$ cat config.mk
export PLATFORM = sky130hd
export DESIGN_NAME = rcp_counter
export DESIGN_NICKNAME = d
export VERILOG_FILES = /design/src/rcp_pkg.sv /design/src/rcp_counter.sv
export VERILOG_INCLUDE_DIRS = /design/src
export SDC_FILE = /design/constraint.sdc
export NUM_CORES = 1
export LEC_CHECK = 0
export BUFFER_PORTS_ARGS = -buffer_cell sky130_fd_sc_hd__buf_2
export CAP_MARGIN = 20
export CORE_ASPECT_RATIO = 1.75
export CORE_MARGIN = 1
export CORE_UTILIZATION = 45
export DETAILED_ROUTE_END_ITERATION = 8
export PLACE_DENSITY = 0.69
export SYNTH_ARGS = -nofsm -noshare
export SYNTH_HDL_FRONTEND = slang
export SYNTH_SLANG_ARGS = --single-unit
export TNS_END_PERCENT = 50
$ cat constraint.sdc
create_clock -name aclk -period 3.27 [get_ports aclk]
set_input_delay 0 -clock aclk [delete_from_list [all_inputs] [get_ports aclk]]
set_output_delay 0 -clock aclk [all_outputs]
set_load 0.1 [all_outputs]
$ cat src/rcp_params.svh
// register offsets, field positions, reset values and timing counts for the
// rollover counter / prescaler block; assumes a 32-bit AXI4-Lite register bus
`ifndef RCP_PARAMS_SVH
`define RCP_PARAMS_SVH

// byte addresses of the registers
`define RCP_ADDR_COUNT      12'h000
`define RCP_ADDR_OPTION     12'h004
`define RCP_ADDR_CONFIG     12'h008
`define RCP_ADDR_T1CTLB     12'h00c
`define RCP_ADDR_GUARD      12'h010
`define RCP_ADDR_STATUS     12'h014

// option register fields
`define RCP_OPT_FACTOR_LSB  0
`define RCP_OPT_ASSIGN_BIT  3
`define RCP_OPT_EDGE_BIT    4
`define RCP_OPT_SRC_BIT     5
`define RCP_OPT_IRQEN_N_BIT 6
`define RCP_OPT_REMAP_BIT   7
`define RCP_OPT_RESET       8'hff

// config register fields
`define RCP_CFG_EXT_FUSE_BIT  0
`define RCP_CFG_LARGE_BIT     1
`define RCP_CFG_PDOWN_BIT     2
`define RCP_CFG_GEN_BIT       3
`define RCP_CFG_RESET         8'h01

// guard register: write bit 0 = service, bit 1 = tick
`define RCP_GRD_SERVICE_BIT 0
`define RCP_GRD_TICK_BIT    1

// timer1 control b: pending flag position
`define RCP_PEND_BIT        7

// instruction cycle length in ns and divide count at 100 MHz
`define RCP_INSTR_NS        40
`define RCP_CLK_NS          10
`define RCP_INSTR_CYC       ((`RCP_INSTR_NS + `RCP_CLK_NS - 1) / `RCP_CLK_NS)

// irq vector
`define RCP_IRQ_VECTOR      16'h0000

`endif

$ cat src/rcp_pkg.sv
// types shared by the rollover counter / prescaler block
// assumes the params header sits beside it
package rcp_pkg;
  typedef struct packed {
    logic [7:0]  count;
    logic [7:0]  scaler;
    logic [7:0]  guard_cnt;
    logic [7:0]  option;
    logic [7:0]  config_bits;
    logic        pending;
    logic        pin_q;
    logic        pin_event;
    logic        scale_bit_q;
    logic        irq_req;
    logic        guard_rst;
    logic [7:0]  div_cnt;
    logic        aw_got;
    logic        w_got;
    logic [11:0] awaddr;
    logic [31:0] wdata;
    logic [3:0]  wstrb;
    logic        bvalid;
    logic [1:0]  bresp;
    logic        rvalid;
    logic [31:0] rdata;
    logic [1:0]  rresp;
  } rcp_state_s;
endpackage

$ cat src/rcp_counter.sv
// rollover counter with shared scaler, guard postscaler and AXI4-Lite regs
// assumes count_pin is synchronous to aclk and power-down is driven by cpu
//
// Our own choices: the register addresses and the AXI4-Lite slave port.
`timescale 1ns/1ps
`include "rcp_params.svh"

// Summary of operation
// - 8-bit counter register, readable and writable, wraps over 256 values.
// - source bit 1 counts pin pulses, 0 counts instruction cycles.
// - pin source: edge bit 0 counts rising, 1 counts falling edges.
// - one 8-bit scaler, assigned either to counter or guard, never both.
// - assigned to counter: events advance scaler; chosen scaler bit clocks counter.
// - largest prescale is 256, giving a combined range of 65,536.
// - wrap FFh to 00h requests interrupt when enable-low bit is cleared.
// - irq enable and remap bits act only when extended fuse is zero.
// - instruction clock, no prescale: counter increments once per cycle.
// - software write loads counter; counting continues upward from it.
// - power-down stops the instruction clock and counting; counter keeps its value.
// - at most one pin event per instruction cycle.
// - larger variant: rollover sets pending flag at bit 7 of timer1 control b.
// - smaller variants have no pending flag; software reads the counter.
// - accepted interrupt vectors to 0000h; return resumes with context restored.
// - guard overflow after postscaling forces device reset, not interrupt.
// - guard postscale divisors 1 at 000 to 128 at 111, doubling.
// - guard service clears guard counter and shared scaler.
module rcp_counter
  import rcp_pkg::*;
#(
  parameter int INSTR_CYC = `RCP_INSTR_CYC
) (
  input  wire logic        aclk,
  input  wire logic        aresetn,
  input  wire logic        count_pin,
  input  wire logic [11:0] s_axi_awaddr,
  input  wire logic        s_axi_awvalid,
  output logic             s_axi_awready,
  input  wire logic [31:0] s_axi_wdata,
  input  wire logic [3:0]  s_axi_wstrb,
  input  wire logic        s_axi_wvalid,
  output logic             s_axi_wready,
  output logic [1:0]       s_axi_bresp,
  output logic             s_axi_bvalid,
  input  wire logic        s_axi_bready,
  input  wire logic [11:0] s_axi_araddr,
  input  wire logic        s_axi_arvalid,
  output logic             s_axi_arready,
  output logic [31:0]      s_axi_rdata,
  output logic [1:0]       s_axi_rresp,
  output logic             s_axi_rvalid,
  input  wire logic        s_axi_rready,
  output logic             irq_req,
  output logic [15:0]      irq_vector,
  output logic             guard_reset
);

  rcp_state_s st_r;
  rcp_state_s st_nxt;

  logic       instr_tick;
  logic       ext_ok;
  logic       to_counter;
  logic       pin_src;
  logic       cnt_event;
  logic       scaled_bit;
  logic [7:0] sc_inc;
  logic [7:0] gw_mask;
  logic       wr_fire;
  logic       rd_fire;
  logic [2:0] factor;

  // bus handshake and data outputs, irq request, vector and guard reset
  assign s_axi_awready = !st_r.aw_got && !st_r.bvalid;
  assign s_axi_wready  = !st_r.w_got && !st_r.bvalid;
  assign s_axi_arready = !st_r.rvalid;
  assign s_axi_bvalid  = st_r.bvalid;
  assign s_axi_bresp   = st_r.bresp;
  assign s_axi_rvalid  = st_r.rvalid;
  assign s_axi_rdata   = st_r.rdata;
  assign s_axi_rresp   = st_r.rresp;
  assign irq_req       = st_r.irq_req;
  assign irq_vector    = `RCP_IRQ_VECTOR;
  assign guard_reset   = st_r.guard_rst;

  // decoded option and config bits, instruction tick, bus transfer strobes
  assign factor     = st_r.option[`RCP_OPT_FACTOR_LSB +: 3];
  assign to_counter = !st_r.option[`RCP_OPT_ASSIGN_BIT];
  assign pin_src    = st_r.option[`RCP_OPT_SRC_BIT];
  assign ext_ok     = !st_r.config_bits[`RCP_CFG_EXT_FUSE_BIT];
  assign instr_tick = (st_r.div_cnt == 8'(INSTR_CYC - 1))
                      && !st_r.config_bits[`RCP_CFG_PDOWN_BIT];
  assign wr_fire    = (st_r.aw_got || s_axi_awvalid) && (st_r.w_got || s_axi_wvalid)
                      && !st_r.bvalid;
  assign rd_fire    = s_axi_arvalid && !st_r.rvalid;

  // counted event: instruction tick or one latched pin edge per instruction cycle
  assign cnt_event  = instr_tick && (pin_src ? st_r.pin_event : 1'b1);

  // scaler increments, selected bit for prescale, masks for postscale
  assign sc_inc     = st_r.scaler + 8'h01;
  assign scaled_bit = sc_inc[factor];
  assign gw_mask    = 8'((16'h0001 << factor) - 16'h0001);

  // next-state logic
  always_comb begin
    logic       pin_edge;
    logic       adv;
    logic       wrap;
    logic       gtick;
    logic [11:0] wa;
    logic [31:0] wd;
    pin_edge = 1'b0;
    adv      = 1'b0;
    wrap     = 1'b0;
    gtick    = 1'b0;
    wa       = st_r.aw_got ? st_r.awaddr : s_axi_awaddr;
    wd       = st_r.w_got ? st_r.wdata : s_axi_wdata;
    st_nxt   = st_r;
    st_nxt.irq_req   = 1'b0;
    st_nxt.guard_rst = 1'b0;
    st_nxt.pin_q     = count_pin;

    // instruction clock divider
    if (!st_r.config_bits[`RCP_CFG_PDOWN_BIT]) begin
      st_nxt.div_cnt = instr_tick ? 8'h00 : st_r.div_cnt + 8'h01;
    end

    // pin edge detector, latched once until next instruction tick
    pin_edge = st_r.option[`RCP_OPT_EDGE_BIT] ? (st_r.pin_q && !count_pin)
                                              : (!st_r.pin_q && count_pin);
    if (instr_tick) begin
      st_nxt.pin_event = pin_edge;
    end else if (pin_edge) begin
      st_nxt.pin_event = 1'b1;
    end

    // counter advance through scaler or directly
    if (cnt_event) begin
      if (to_counter) begin
        st_nxt.scaler = sc_inc;
        adv = scaled_bit && !(st_r.scaler[factor]);
      end else begin
        adv = 1'b1;
      end
    end
    if (adv) begin
      st_nxt.count = st_r.count + 8'h01;
      wrap = (st_r.count == 8'hff);
    end
    if (wrap) begin
      if (ext_ok && !st_r.option[`RCP_OPT_IRQEN_N_BIT]) begin
        st_nxt.irq_req = 1'b1;
      end
      if (st_r.config_bits[`RCP_CFG_LARGE_BIT]) begin
        st_nxt.pending = 1'b1;
      end
    end

    // write channel capture
    if (s_axi_awvalid && s_axi_awready) begin
      st_nxt.aw_got = 1'b1;
      st_nxt.awaddr = s_axi_awaddr;
    end
    if (s_axi_wvalid && s_axi_wready) begin
      st_nxt.w_got = 1'b1;
      st_nxt.wdata = s_axi_wdata;
      st_nxt.wstrb = s_axi_wstrb;
    end

    // register writes
    if (wr_fire) begin
      st_nxt.aw_got = 1'b0;
      st_nxt.w_got  = 1'b0;
      st_nxt.bvalid = 1'b1;
      st_nxt.bresp  = 2'b00;
      if ((st_r.w_got ? st_r.wstrb[0] : s_axi_wstrb[0])) begin
        unique case (wa)
          `RCP_ADDR_COUNT:  st_nxt.count       = wd[7:0];
          `RCP_ADDR_OPTION: st_nxt.option      = wd[7:0];
          `RCP_ADDR_CONFIG: st_nxt.config_bits = wd[7:0];
          `RCP_ADDR_T1CTLB: begin
            if (!wrap) begin
              st_nxt.pending = wd[`RCP_PEND_BIT];
            end
          end
          `RCP_ADDR_GUARD: begin
            if (wd[`RCP_GRD_SERVICE_BIT]) begin
              st_nxt.guard_cnt = 8'h00;
              st_nxt.scaler    = 8'h00;
            end else if (wd[`RCP_GRD_TICK_BIT]) begin
              gtick = 1'b1;
            end
          end
          default: st_nxt.bresp = 2'b10;
        endcase
      end else if (!(wa inside {`RCP_ADDR_COUNT, `RCP_ADDR_OPTION, `RCP_ADDR_CONFIG,
                               `RCP_ADDR_T1CTLB, `RCP_ADDR_GUARD, `RCP_ADDR_STATUS}))
      begin
        st_nxt.bresp = 2'b10;
      end
    end else if (st_r.bvalid && s_axi_bready) begin
      st_nxt.bvalid = 1'b0;
    end

    // guard timer path with postscaler
    if (gtick) begin
      st_nxt.guard_cnt = st_r.guard_cnt + 8'h01;
      if (st_r.guard_cnt == 8'hff) begin
        if (to_counter) begin
          st_nxt.guard_rst = 1'b1;
        end else begin
          st_nxt.scaler = st_r.scaler + 8'h01;
          if ((st_r.scaler & gw_mask) == gw_mask) begin
            st_nxt.scaler    = 8'h00;
            st_nxt.guard_rst = 1'b1;
          end
        end
      end
    end

    // reads have no side effects
    if (rd_fire) begin
      st_nxt.rvalid = 1'b1;
      st_nxt.rresp  = 2'b00;
      unique case (s_axi_araddr)
        `RCP_ADDR_COUNT:  st_nxt.rdata = {24'h00_0000, st_r.count};
        `RCP_ADDR_OPTION: st_nxt.rdata = {24'h00_0000, st_r.option};
        `RCP_ADDR_CONFIG: st_nxt.rdata = {24'h00_0000, st_r.config_bits};
        `RCP_ADDR_T1CTLB: st_nxt.rdata = {24'h00_0000,
                                          st_r.pending && st_r.config_bits[`RCP_CFG_LARGE_BIT],
                                          7'h00};
        `RCP_ADDR_GUARD:  st_nxt.rdata = {24'h00_0000, st_r.guard_cnt};
        `RCP_ADDR_STATUS: st_nxt.rdata = {16'h0000, st_r.scaler, st_r.guard_cnt};
        default: begin
          st_nxt.rdata = 32'h0000_0000;
          st_nxt.rresp = 2'b10;
        end
      endcase
    end else if (st_r.rvalid && s_axi_rready) begin
      st_nxt.rvalid = 1'b0;
    end

    // remap bit only meaningful with extended fuse cleared
    if (!ext_ok) begin
      st_nxt.option[`RCP_OPT_REMAP_BIT] = 1'b1;
      st_nxt.option[`RCP_OPT_IRQEN_N_BIT] = 1'b1;
    end
  end

  // state register
  always_ff @(posedge aclk) begin
    if (!aresetn) begin
      st_r             <= '0;
      st_r.option      <= `RCP_OPT_RESET;
      st_r.config_bits <= `RCP_CFG_RESET;
    end else begin
      st_r <= st_nxt;
    end
  end

endmodule

# --- After elaboration in Yosys (flattened, before gate mapping) ---
# Index checks and enable logic that the tools add are counted.
word_totals:
  out_inout_bits: 59
  register_bits: 114
  elab_cells: 142
classes:
  eq_ne: 14
  n_reduce_logical: 47
  n_mux: 50
  order_cmp: 1
  n_bitwise: 2
  shifts: 1
  n_addsub: 5
ops:
  columns: ["cell", "n"]
  rows:
  - ["16-bit case mux with 6 select lines", 1]
  - ["8-bit two-way mux", 11]
  - ["41-bit two-way mux", 2]
  - ["12-bit by 4-bit equality test with 1-bit output, second input constant", 4]
  - ["12-bit by 5-bit equality test with 1-bit output, second input constant", 4]
  - ["16-bit two-way mux", 3]
  - ["8-bit by 1-bit adder with 8-bit output, second input constant", 4]
  - ["1-bit two-way mux", 26]
  - ["12-bit by 3-bit equality test with 1-bit output, second input constant", 2]
  - ["12-bit zero test", 2]
  - ["8-bit equality test, second input constant", 2]
  - ["1-bit logical AND", 16]
  - ["2-bit nonzero test", 7]
  - ["12-bit two-way mux", 1]
  - ["1-bit zero test", 10]
  - ["3-bit AND reduction", 3]
  - ["8-bit bitwise AND", 1]
  - ["8-bit by 2-bit equality test with 1-bit output, second input constant", 1]
  - ["8-bit equality test", 1]
  - ["2-bit two-way mux", 4]
  - ["1-bit by 3-bit << shifter with 8-bit output, first input constant", 1]
  - ["8-bit by 1-bit subtractor with 8-bit output, second input constant", 1]
  - ["1-bit binary-select mux with 3-bit select", 2]
  - ["6-bit nonzero test", 1]
  - ["8 further kinds", 10]

# --- Depth between registers and ports, before layout ---
# Gate-level depths: netlist of run 1.
depth:
  ltp_word: 15
  depth_mapped: 9
  depth_no_buf: 8

# --- Worst setup path after synthesis of run 1 ---
# OpenSTA, ideal clock, no wires.
synth_timing:
  path_type: "register to register"
  start: "register st_r (netlist bit s_axi_bvalid)"
  end: "register st_r[77] (netlist name)"
  arrival_ns: 2.917
  path_buffers: 1
  synth_period_minus_slack_ns: 2.993
  setup_ns: 0.076
  stages_incl_launch_ff: 6
  slack_ns: 0.277
  path_cell_list: "dfxtp_1 nor2_1 and2_1 clkbuf_1 nand2_1 a21boi_0"
synth_via:
  elab_chain_len: 3
synth_lines:
  columns: ["item", "line_no", "text"]
  rows:
  - ["from (decl)", "rcp_counter.sv:57", "rcp_state_s st_r;"]
  - ["from (signal assigned)", "rcp_counter.sv:257", "st_r <= st_nxt;"]
  - ["1-bit zero test", "rcp_counter.sv:73", "assign s_axi_awready = !st_r.aw_got && !st_r.bvalid;"]
  - ["1-bit logical AND", "rcp_counter.sv:73", null]
  - ["named net s_axi_awready", "rcp_counter.sv:37", "output logic s_axi_awready,"]
  - ["1-bit logical AND", "rcp_counter.sv:160", "if (s_axi_awvalid && s_axi_awready) begin"]
# The timed path passes the listed nets, and every way through them passes these cells.
# A chain may end at the register's enable or synchronous reset.

# --- Worst setup path after layout of run 1 ---
layout_timing:
  start: "register st_r[87] (netlist name)"
  end: "register st_r[132] (netlist name)"
layout_via:
  elab_chain_len: 8
layout_lines:
  columns: ["item", "line_no", "text"]
  rows:
  - ["12-bit two-way mux", "rcp_counter.sv:116", "wa = st_r.aw_got ? st_r.awaddr : s_axi_awaddr;"]
  - ["12-bit by 5-bit equality test with 1-bit output", "rcp_counter.sv:177", "unique case (wa)"]
  - ["16-bit two-way mux", "rcp_counter.sv:177", null]
  - ["41-bit two-way mux", "rcp_counter.sv:176", "if ((st_r.w_got ? st_r.wstrb[0] : s_axi_wstrb[0])) begin"]
  - ["41-bit two-way mux", "rcp_counter.sv:171", "if (wr_fire) begin"]
  - ["8-bit two-way mux", "rcp_counter.sv:209", "if (to_counter) begin"]
  - ["8-bit two-way mux", "rcp_counter.sv:208", "if (st_r.guard_cnt == 8'hff) begin"]
  - ["16-bit two-way mux (*)", "rcp_counter.sv:206", "if (gtick) begin"]
# Every way passes the cells marked *; elsewhere a longest branch is shown, timed or not. The select of a mux whose other input is x is not followed.

==> results of run 1 <==
==> per-layer routing <==
layer | track usage, % | part of all wire (%) | vias to the layer above
met5 | 0 | 0 | -
met4 | 15.5 | 4.2 | 0
met3 | 3.54 | 4.1 | 25
met2 | 41.0 | 54 | 172
met1 | 22.3 | 38 | 2152
li1 | - | - | 2263
==> logic make-up (layout without fill, tap and decap cells) <==
| logic type | Yosys count | in the layout | share of synthesized area (%) |
|---|---|---|---|
| muxes | 28 | 28 | 5.59 |
| buffers and inverters | 91 | 120 | 10.6 |
| xor gates and xnor gates | 18 | 18 | 3.02 |
| DFF | 96 | 96 | 36.9 |
| and+or+nand+nor | 236 | 236 | 23.0 |
| other | 1 | 34 | 0.0719 |
| AOI/OAI and AO/OA | 157 | 157 | 19.9 |
| adders and majority gates | 4 | 4 | 0.960 |
==> synthesized netlist by cell type (all sizes together) (4+ instances only) <==
library cell / instances / area (um^2)
inv: 9 / 33.8
and3: 10 / 62.6
nor2b: 25 / 156
a21oi: 37 / 189
mux2i: 19 / 190
nand2b: 7 / 43.8
nor2: 32 / 120
or3: 4 / 25.0
a22oi: 17 / 133
buf: 60 / 433
and4: 5 / 43.8
o21ai: 43 / 219
xor2: 6 / 52.6
nor4: 8 / 56.3
mux2: 9 / 101
and2: 6 / 37.5
a21boi: 28 / 210
nand3: 24 / 120
ha: 4 / 50.1
a221oi: 9 / 78.8
nor3: 8 / 40.0
nand2: 85 / 319
nand4: 8 / 50.1
dfxtp: 96 / 1920
clkbuf: 22 / 83.8
xnor2: 12 / 105
==> flip-flops by register name, summed over array words and instances (netlist names) <==
| name | count |
|---|---|
| s_axi_bvalid | 1 |
| s_axi_rresp | 1 |
| guard_reset | 1 |
| s_axi_rvalid | 1 |
| irq_req | 1 |
| s_axi_rdata | 16 |
| factor | 3 |
| st_r | 70 |
| s_axi_bresp | 1 |
| pin_src | 1 |
==> cell type report <==
type | instances | area [um^2] | share of cell area [%]
clock inverters | 4 | 51.3 | 0.869
clock buffers | 12 | 256 | 4.35
inverters | 9 | 33.8 | 0.572
repair buffers | 95 | 611 | 10.3
well taps | 132 | 165 | 2.80
multi-input cells | 477 | 2860 | 48.5
flip-flops and latches | 96 | 1920 | 32.6
==> where the power goes <==
part / internal (mW) / total (mW) / switching [mW]
combinational: 0.122 / 0.562 / 0.440
clock: 0.636 / 1.08 / 0.445
sequential: 1.21 / 1.24 / 0.0342
total: 1.97 / 2.89 / 0.920
==> critical path, cell delays in order (launching register included) <==
cell,delay (ps)
dfxtp_1,670
mux2i_1,220
nand2b_1,210
a2111oi_2,550
o2111ai_1,230
a22oi_2,400
nand2_1,110
o22ai_1,170
==> path summary, 6_finish.rpt <==
check / start / to
worst max register to register: st_r[87] / st_r[132]
worst max-delay path: st_r[87] / st_r[132]
worst min register to register: st_r[85] / st_r[85]
worst min-delay path: s_axi_araddr[3] / s_axi_rresp[1]
==> reports/metrics.cfg, run 1 <==
[synthesis]
ys_seq_elements = 96
syn_inst = 631
synth-seq-area-share_pct = 36.9
synth-edff-count = 0
ys_async_sr_fraction_pct = 0
ys_types = 61
syn_avg_cell_area_um2 = 8.26
syn-cell-area_um2 = 5210
ys_warn_count = 0
ys.flop_type = dfxtp_1

[clocking]
clock_latency_ps = 350
cts_hold_buf = 25
cts_tree = built
cts-resized-gates = 0
cts-root-buf = clkbuf_16
clk_path_buf_depth = 2
clock_sinks = 96
h-tree-depth = 3
clk_pin_slew_ps = 70
cts_inserted_buffers = 9
post_cts_buffers = 0

[setup_path]
cp-start-kind = flop
ff2ff_setup_slack_ps = 620
arrival_ps = 2920
worst-path-max-fanout = 18
end_kind = flop
crit_type = flop to flop
ff2ff_path_depth = 7
cp.required_ps = 3540

[floorplan]
die_h_um = 144
fp-row-count = 51
die-width_um = 83.4
core_area_um2 = 11200
die_area_um2 = 12000
io_pins = 127
start_util_pct = 46.4

[cells_and_area]
final_common_cell = dfxtp_1
finalNonFillerCells = 825
post-route-util_pct = 52.6
layout-drive-gt1-share_pct = 15.2
fin_nets = 760
stdcell_area_um2 = 5900
fillerInstances = 1049
syn2layout_area_growth_pct = 13.3
mostFrequentLayoutCells = 96 x dfxtp_1, 85 x nand2_1, 65 x buf_2, 40 x o21ai_0, 36 x a21oi_1
antennaDiodeCount = 0

[pwr]
powerDensity_nw_per_um2 = 489
max-vdd-ir-drop_v = 0.000347
finalPower_mw = 2.89
p_leak_nw = 2.37

[detailed_routing]
drt-total-wl_mm = 12.8
first_pass_iters = 6
drtIter0Drc = 281
wl_per_cell_um = 15.6
antenna_left = 0
post_drt_via_cell_ratio = 5.59
num_vias = 4612
drc_errors = 0

[placed_design]
hpwl_mm = 9.60
post-place-ws_ps = 645
dp.cells = 783
placed_area_um2 = 5340
gp_congestion = 0.870
place.port_buffers = 65

[status]
outcome = complete, no violations

[global_routing]
gr-total-overflow = 0
grt_pass1_wl_mm = 21.0
antenna_found_initial = 0
grt_pass1_vias = 4460
grt_usage_pct = 22.0
grt_max_degree = 55

[timing]
drv_slew = 0
min_period_ps = 2650
hold_viol_final = 0
fin_worst_skew_ps = 9.59
hold-worst-slack_ps = 47.3
fmax_mhz = 377
setup_violations = 0
worst_pin_slew_ps = 953
rsz0062_at_grt = no
fin_tns_setup_ps = 0
maxSlewHeadroom_pct = 36.1
fin_crit_sh_pct = 81.0
setup_ws_ps = 621

[run]
cap_viol_max_count = 0

[min_path]
min_path_type = input port to flop
min_path_cells = 3

(Power assumes the default switching activity.)
==> run 2: changes to the inputs <==
--- a/config.mk
+++ b/config.mk
@@ -6,13 +6,14 @@
 export SDC_FILE = /design/constraint.sdc
 export NUM_CORES = 1
 export LEC_CHECK = 0
+export ABC_AREA = 1
 export BUFFER_PORTS_ARGS = -buffer_cell sky130_fd_sc_hd__buf_2
 export CAP_MARGIN = 20
 export CORE_ASPECT_RATIO = 1.75
 export CORE_MARGIN = 1
 export CORE_UTILIZATION = 45
 export DETAILED_ROUTE_END_ITERATION = 8
-export PLACE_DENSITY = 0.69
+export PLACE_DENSITY = 0.71
 export SYNTH_ARGS = -nofsm -noshare
 export SYNTH_HDL_FRONTEND = slang
 export SYNTH_SLANG_ARGS = --single-unit
==> constraint.sdc (replaced) <==
create_clock -name aclk -period 2.31 [get_ports aclk]
set_input_delay 0 -clock aclk [delete_from_list [all_inputs] [get_ports aclk]]
set_output_delay 0 -clock aclk [all_outputs]
set_load 0.1 [all_outputs]
==> run 2 against run 1 <==
  * Final cell count rose by 24%
  * Total power rose by 43%
  * Hold slack better by 1.9 ps
  * Clock skew shrank 0.95 ps
  * Core utilization rose by 1.3 points
  * Die area rose by 4.6%
  * Worst setup slack got worse by 330 ps
  * Maximum frequency rose by 31%
  * Register-to-register slack got worse by 330 ps
  * Synthesized area is 4.7% higher
  * Non-clock buffer count up 18
  * Largest cell class unchanged
==> reports/metrics.cfg, run 2 <==
[synthesis]
yosysTopAreaCellShare_pct = 35.2
ys.flop_type = dfxtp_1
yosysMostFrequentCell = nand2_1
syn_avg_cell_area_um2 = 6.85
ys_seq_elements = 96
ys_warn_count = 0
ys_types = 48
synth-edff-count = 0
ys_async_sr_fraction_pct = 0
synth-seq-area-share_pct = 35.2
netlist_top_cells_count = 137 x nand2_1, 101 x nor2_1, 96 x dfxtp_1
syn_inst = 796
synth.area.top_cells = dfxtp_1 35%, nand2_1 9.4%, buf_4 7.6%
syn-cell-area_um2 = 5460
yosysTopAreaCell = dfxtp_1

[timing]
setup_ws_ps = 291
min_period_ps = 2020
worst_pin_slew_ps = 602
rsz0062_at_grt = no
fin_worst_skew_ps = 8.63
maxSlewHeadroom_pct = 59.8
hold-worst-slack_ps = 49.2
fin_crit_sh_pct = 87.4
hold_viol_final = 0
drv_slew = 0
setup_violations = 0
fmax_mhz = 495

[global_routing]
grt_pass1_vias = 4787
grt_pass1_wl_mm = 22.1
antenna_found_initial = 0
gr-total-overflow = 0
grt_usage_pct = 22.2
grt_max_degree = 44

[cells_and_area]
syn2layout_area_growth_pct = 15.7
regMostFlops = st_r
largest_reg_flops = 70
final_common_cell = nand2_1
finalNonFillerCells = 1020
antennaDiodeCount = 0
multi_input_area_um2 = 2830
layout-drive-gt1-share_pct = 17.1
fin_nets = 952
seqCellArea_um2 = 1920
fillerInstances = 1201
stdcell_area_um2 = 6310
mostFrequentLayoutCells = 136 x nand2_1, 99 x nor2_1, 94 x dfxtp_1, 79 x inv_1

[clocking]
clk_pin_slew_ps = 70
cts-root-buf = clkbuf_16
clock_sinks = 96
clk_path_buf_depth = 2
post_cts_buffers = 0
h-tree-depth = 3
cts_inserted_buffers = 9
cts_tree = built
clock_latency_ps = 350

[floorplan]
die-width_um = 85.2
core_area_um2 = 11700
die_area_um2 = 12600
die_h_um = 148
start_util_pct = 46.6
fp-row-count = 52
io_pins = 127

[min_path]
min_path_type = input port to flop
min_path_cells = 3

[setup_path]
cp.required_ps = 2580
worst-path-max-fanout = 7
ff2ff_path_depth = 10
crit_type = flop to flop
arrival_ps = 2290
end_kind = flop
cp-start-kind = flop

[placed_design]
hpwl_mm = 9.88
place.port_buffers = 65
dp.cells = 980
gp_congestion = 0.900
post-place-ws_ps = 254
placed_area_um2 = 5770

[pwr]
max-vdd-ir-drop_v = 0.000391
p_leak_nw = 2.83
powerDensity_nw_per_um2 = 652
finalPower_mw = 4.12

[detailed_routing]
num_vias = 5223
drc_errors = 0
wl_per_cell_um = 13.0
first_pass_iters = 5
drt-total-wl_mm = 13.3
antenna_left = 0
post_drt_via_cell_ratio = 5.12
drtIter0Drc = 338

[run]
cap_viol_max_count = 0

[status]
outcome = complete, no violations

## run 2: critical path: stages (launching register included)
cell and delay (ps):
dfxtp_1 400, ha_1 190, nand2_1 100, nor3_1 250
nand2_1 100, nor2_1 230, inv_1 90, nor2_1 130
buf_4 170, nand3_1 90, a21oi_1 190
## run 2: through the flow
| step | setup TNS [ps] | utilization [%] |
|---|---|---|
| after floorplan | -2710 | - |
| after global placement | 0 | 49.3 |
| after detailed placement | 0 | 49.3 |
| after CTS | 0 | 53.8 |
| after global routing | 0 | 53.9 |
| final | 0 | 53.9 |
## run 2: cell families after synthesis
| kind of cell | synth area share [%] |
|---|---|
| AND/OR/NAND/NOR | 29.5 |
| buffers and inverters | 15.3 |
| XOR/XNOR | 2.09 |
| AO/OA/AOI/OAI | 15.6 |
| other | 0.0687 |
| multiplexers | 1.33 |
| adder cells (fa/ha/maj) | 0.917 |
| flip-flops | 35.2 |
## run 2: layer usage
| layer | track usage (%) | part of all wire, % | vias to the layer above |
|---|---|---|---|
| met4 | 11.5 | 3.3 | 0 |
| met2 | 40.4 | 52 | 161 |
| met5 | 0 | 0 | - |
| met1 | 24.2 | 40 | 2346 |
| met3 | 3.57 | 4.3 | 33 |
| li1 | - | - | 2683 |
## run 2: power breakdown
part	leakage (nW)	switching, mW	internal (mW)
clock network	0.146	0.717	0.763
registers	0.783	0.0395	1.72
logic	1.90	0.684	0.190
total	2.83	1.44	2.68
## run 2: repair_timing
action                                  CTS  global route
gates resized for setup                   0             3
endpoints found under the hold margin    24             0
endpoints found under the setup margin    0             7
hold buffers                             24             0
## run 2: area by class of cell
class / count / share of cell area, %
inverters: 90 / 5.49
multi-input cells: 570 / 44.8
well taps: 135 / 2.68
clock buffers: 9 / 3.57
repair buffers: 113 / 11.8
flip-flops and latches: 96 / 30.5
clock inverters: 7 / 1.13
## run 2: final timing paths
kind,from,endpoint,slack (ps)
setup reg to reg,st_r[118],st_r[127],290
setup / recovery,st_r[118],st_r[127],290
hold reg to reg,st_r[95],st_r[95],450
hold / removal,aresetn,st_r[100],50
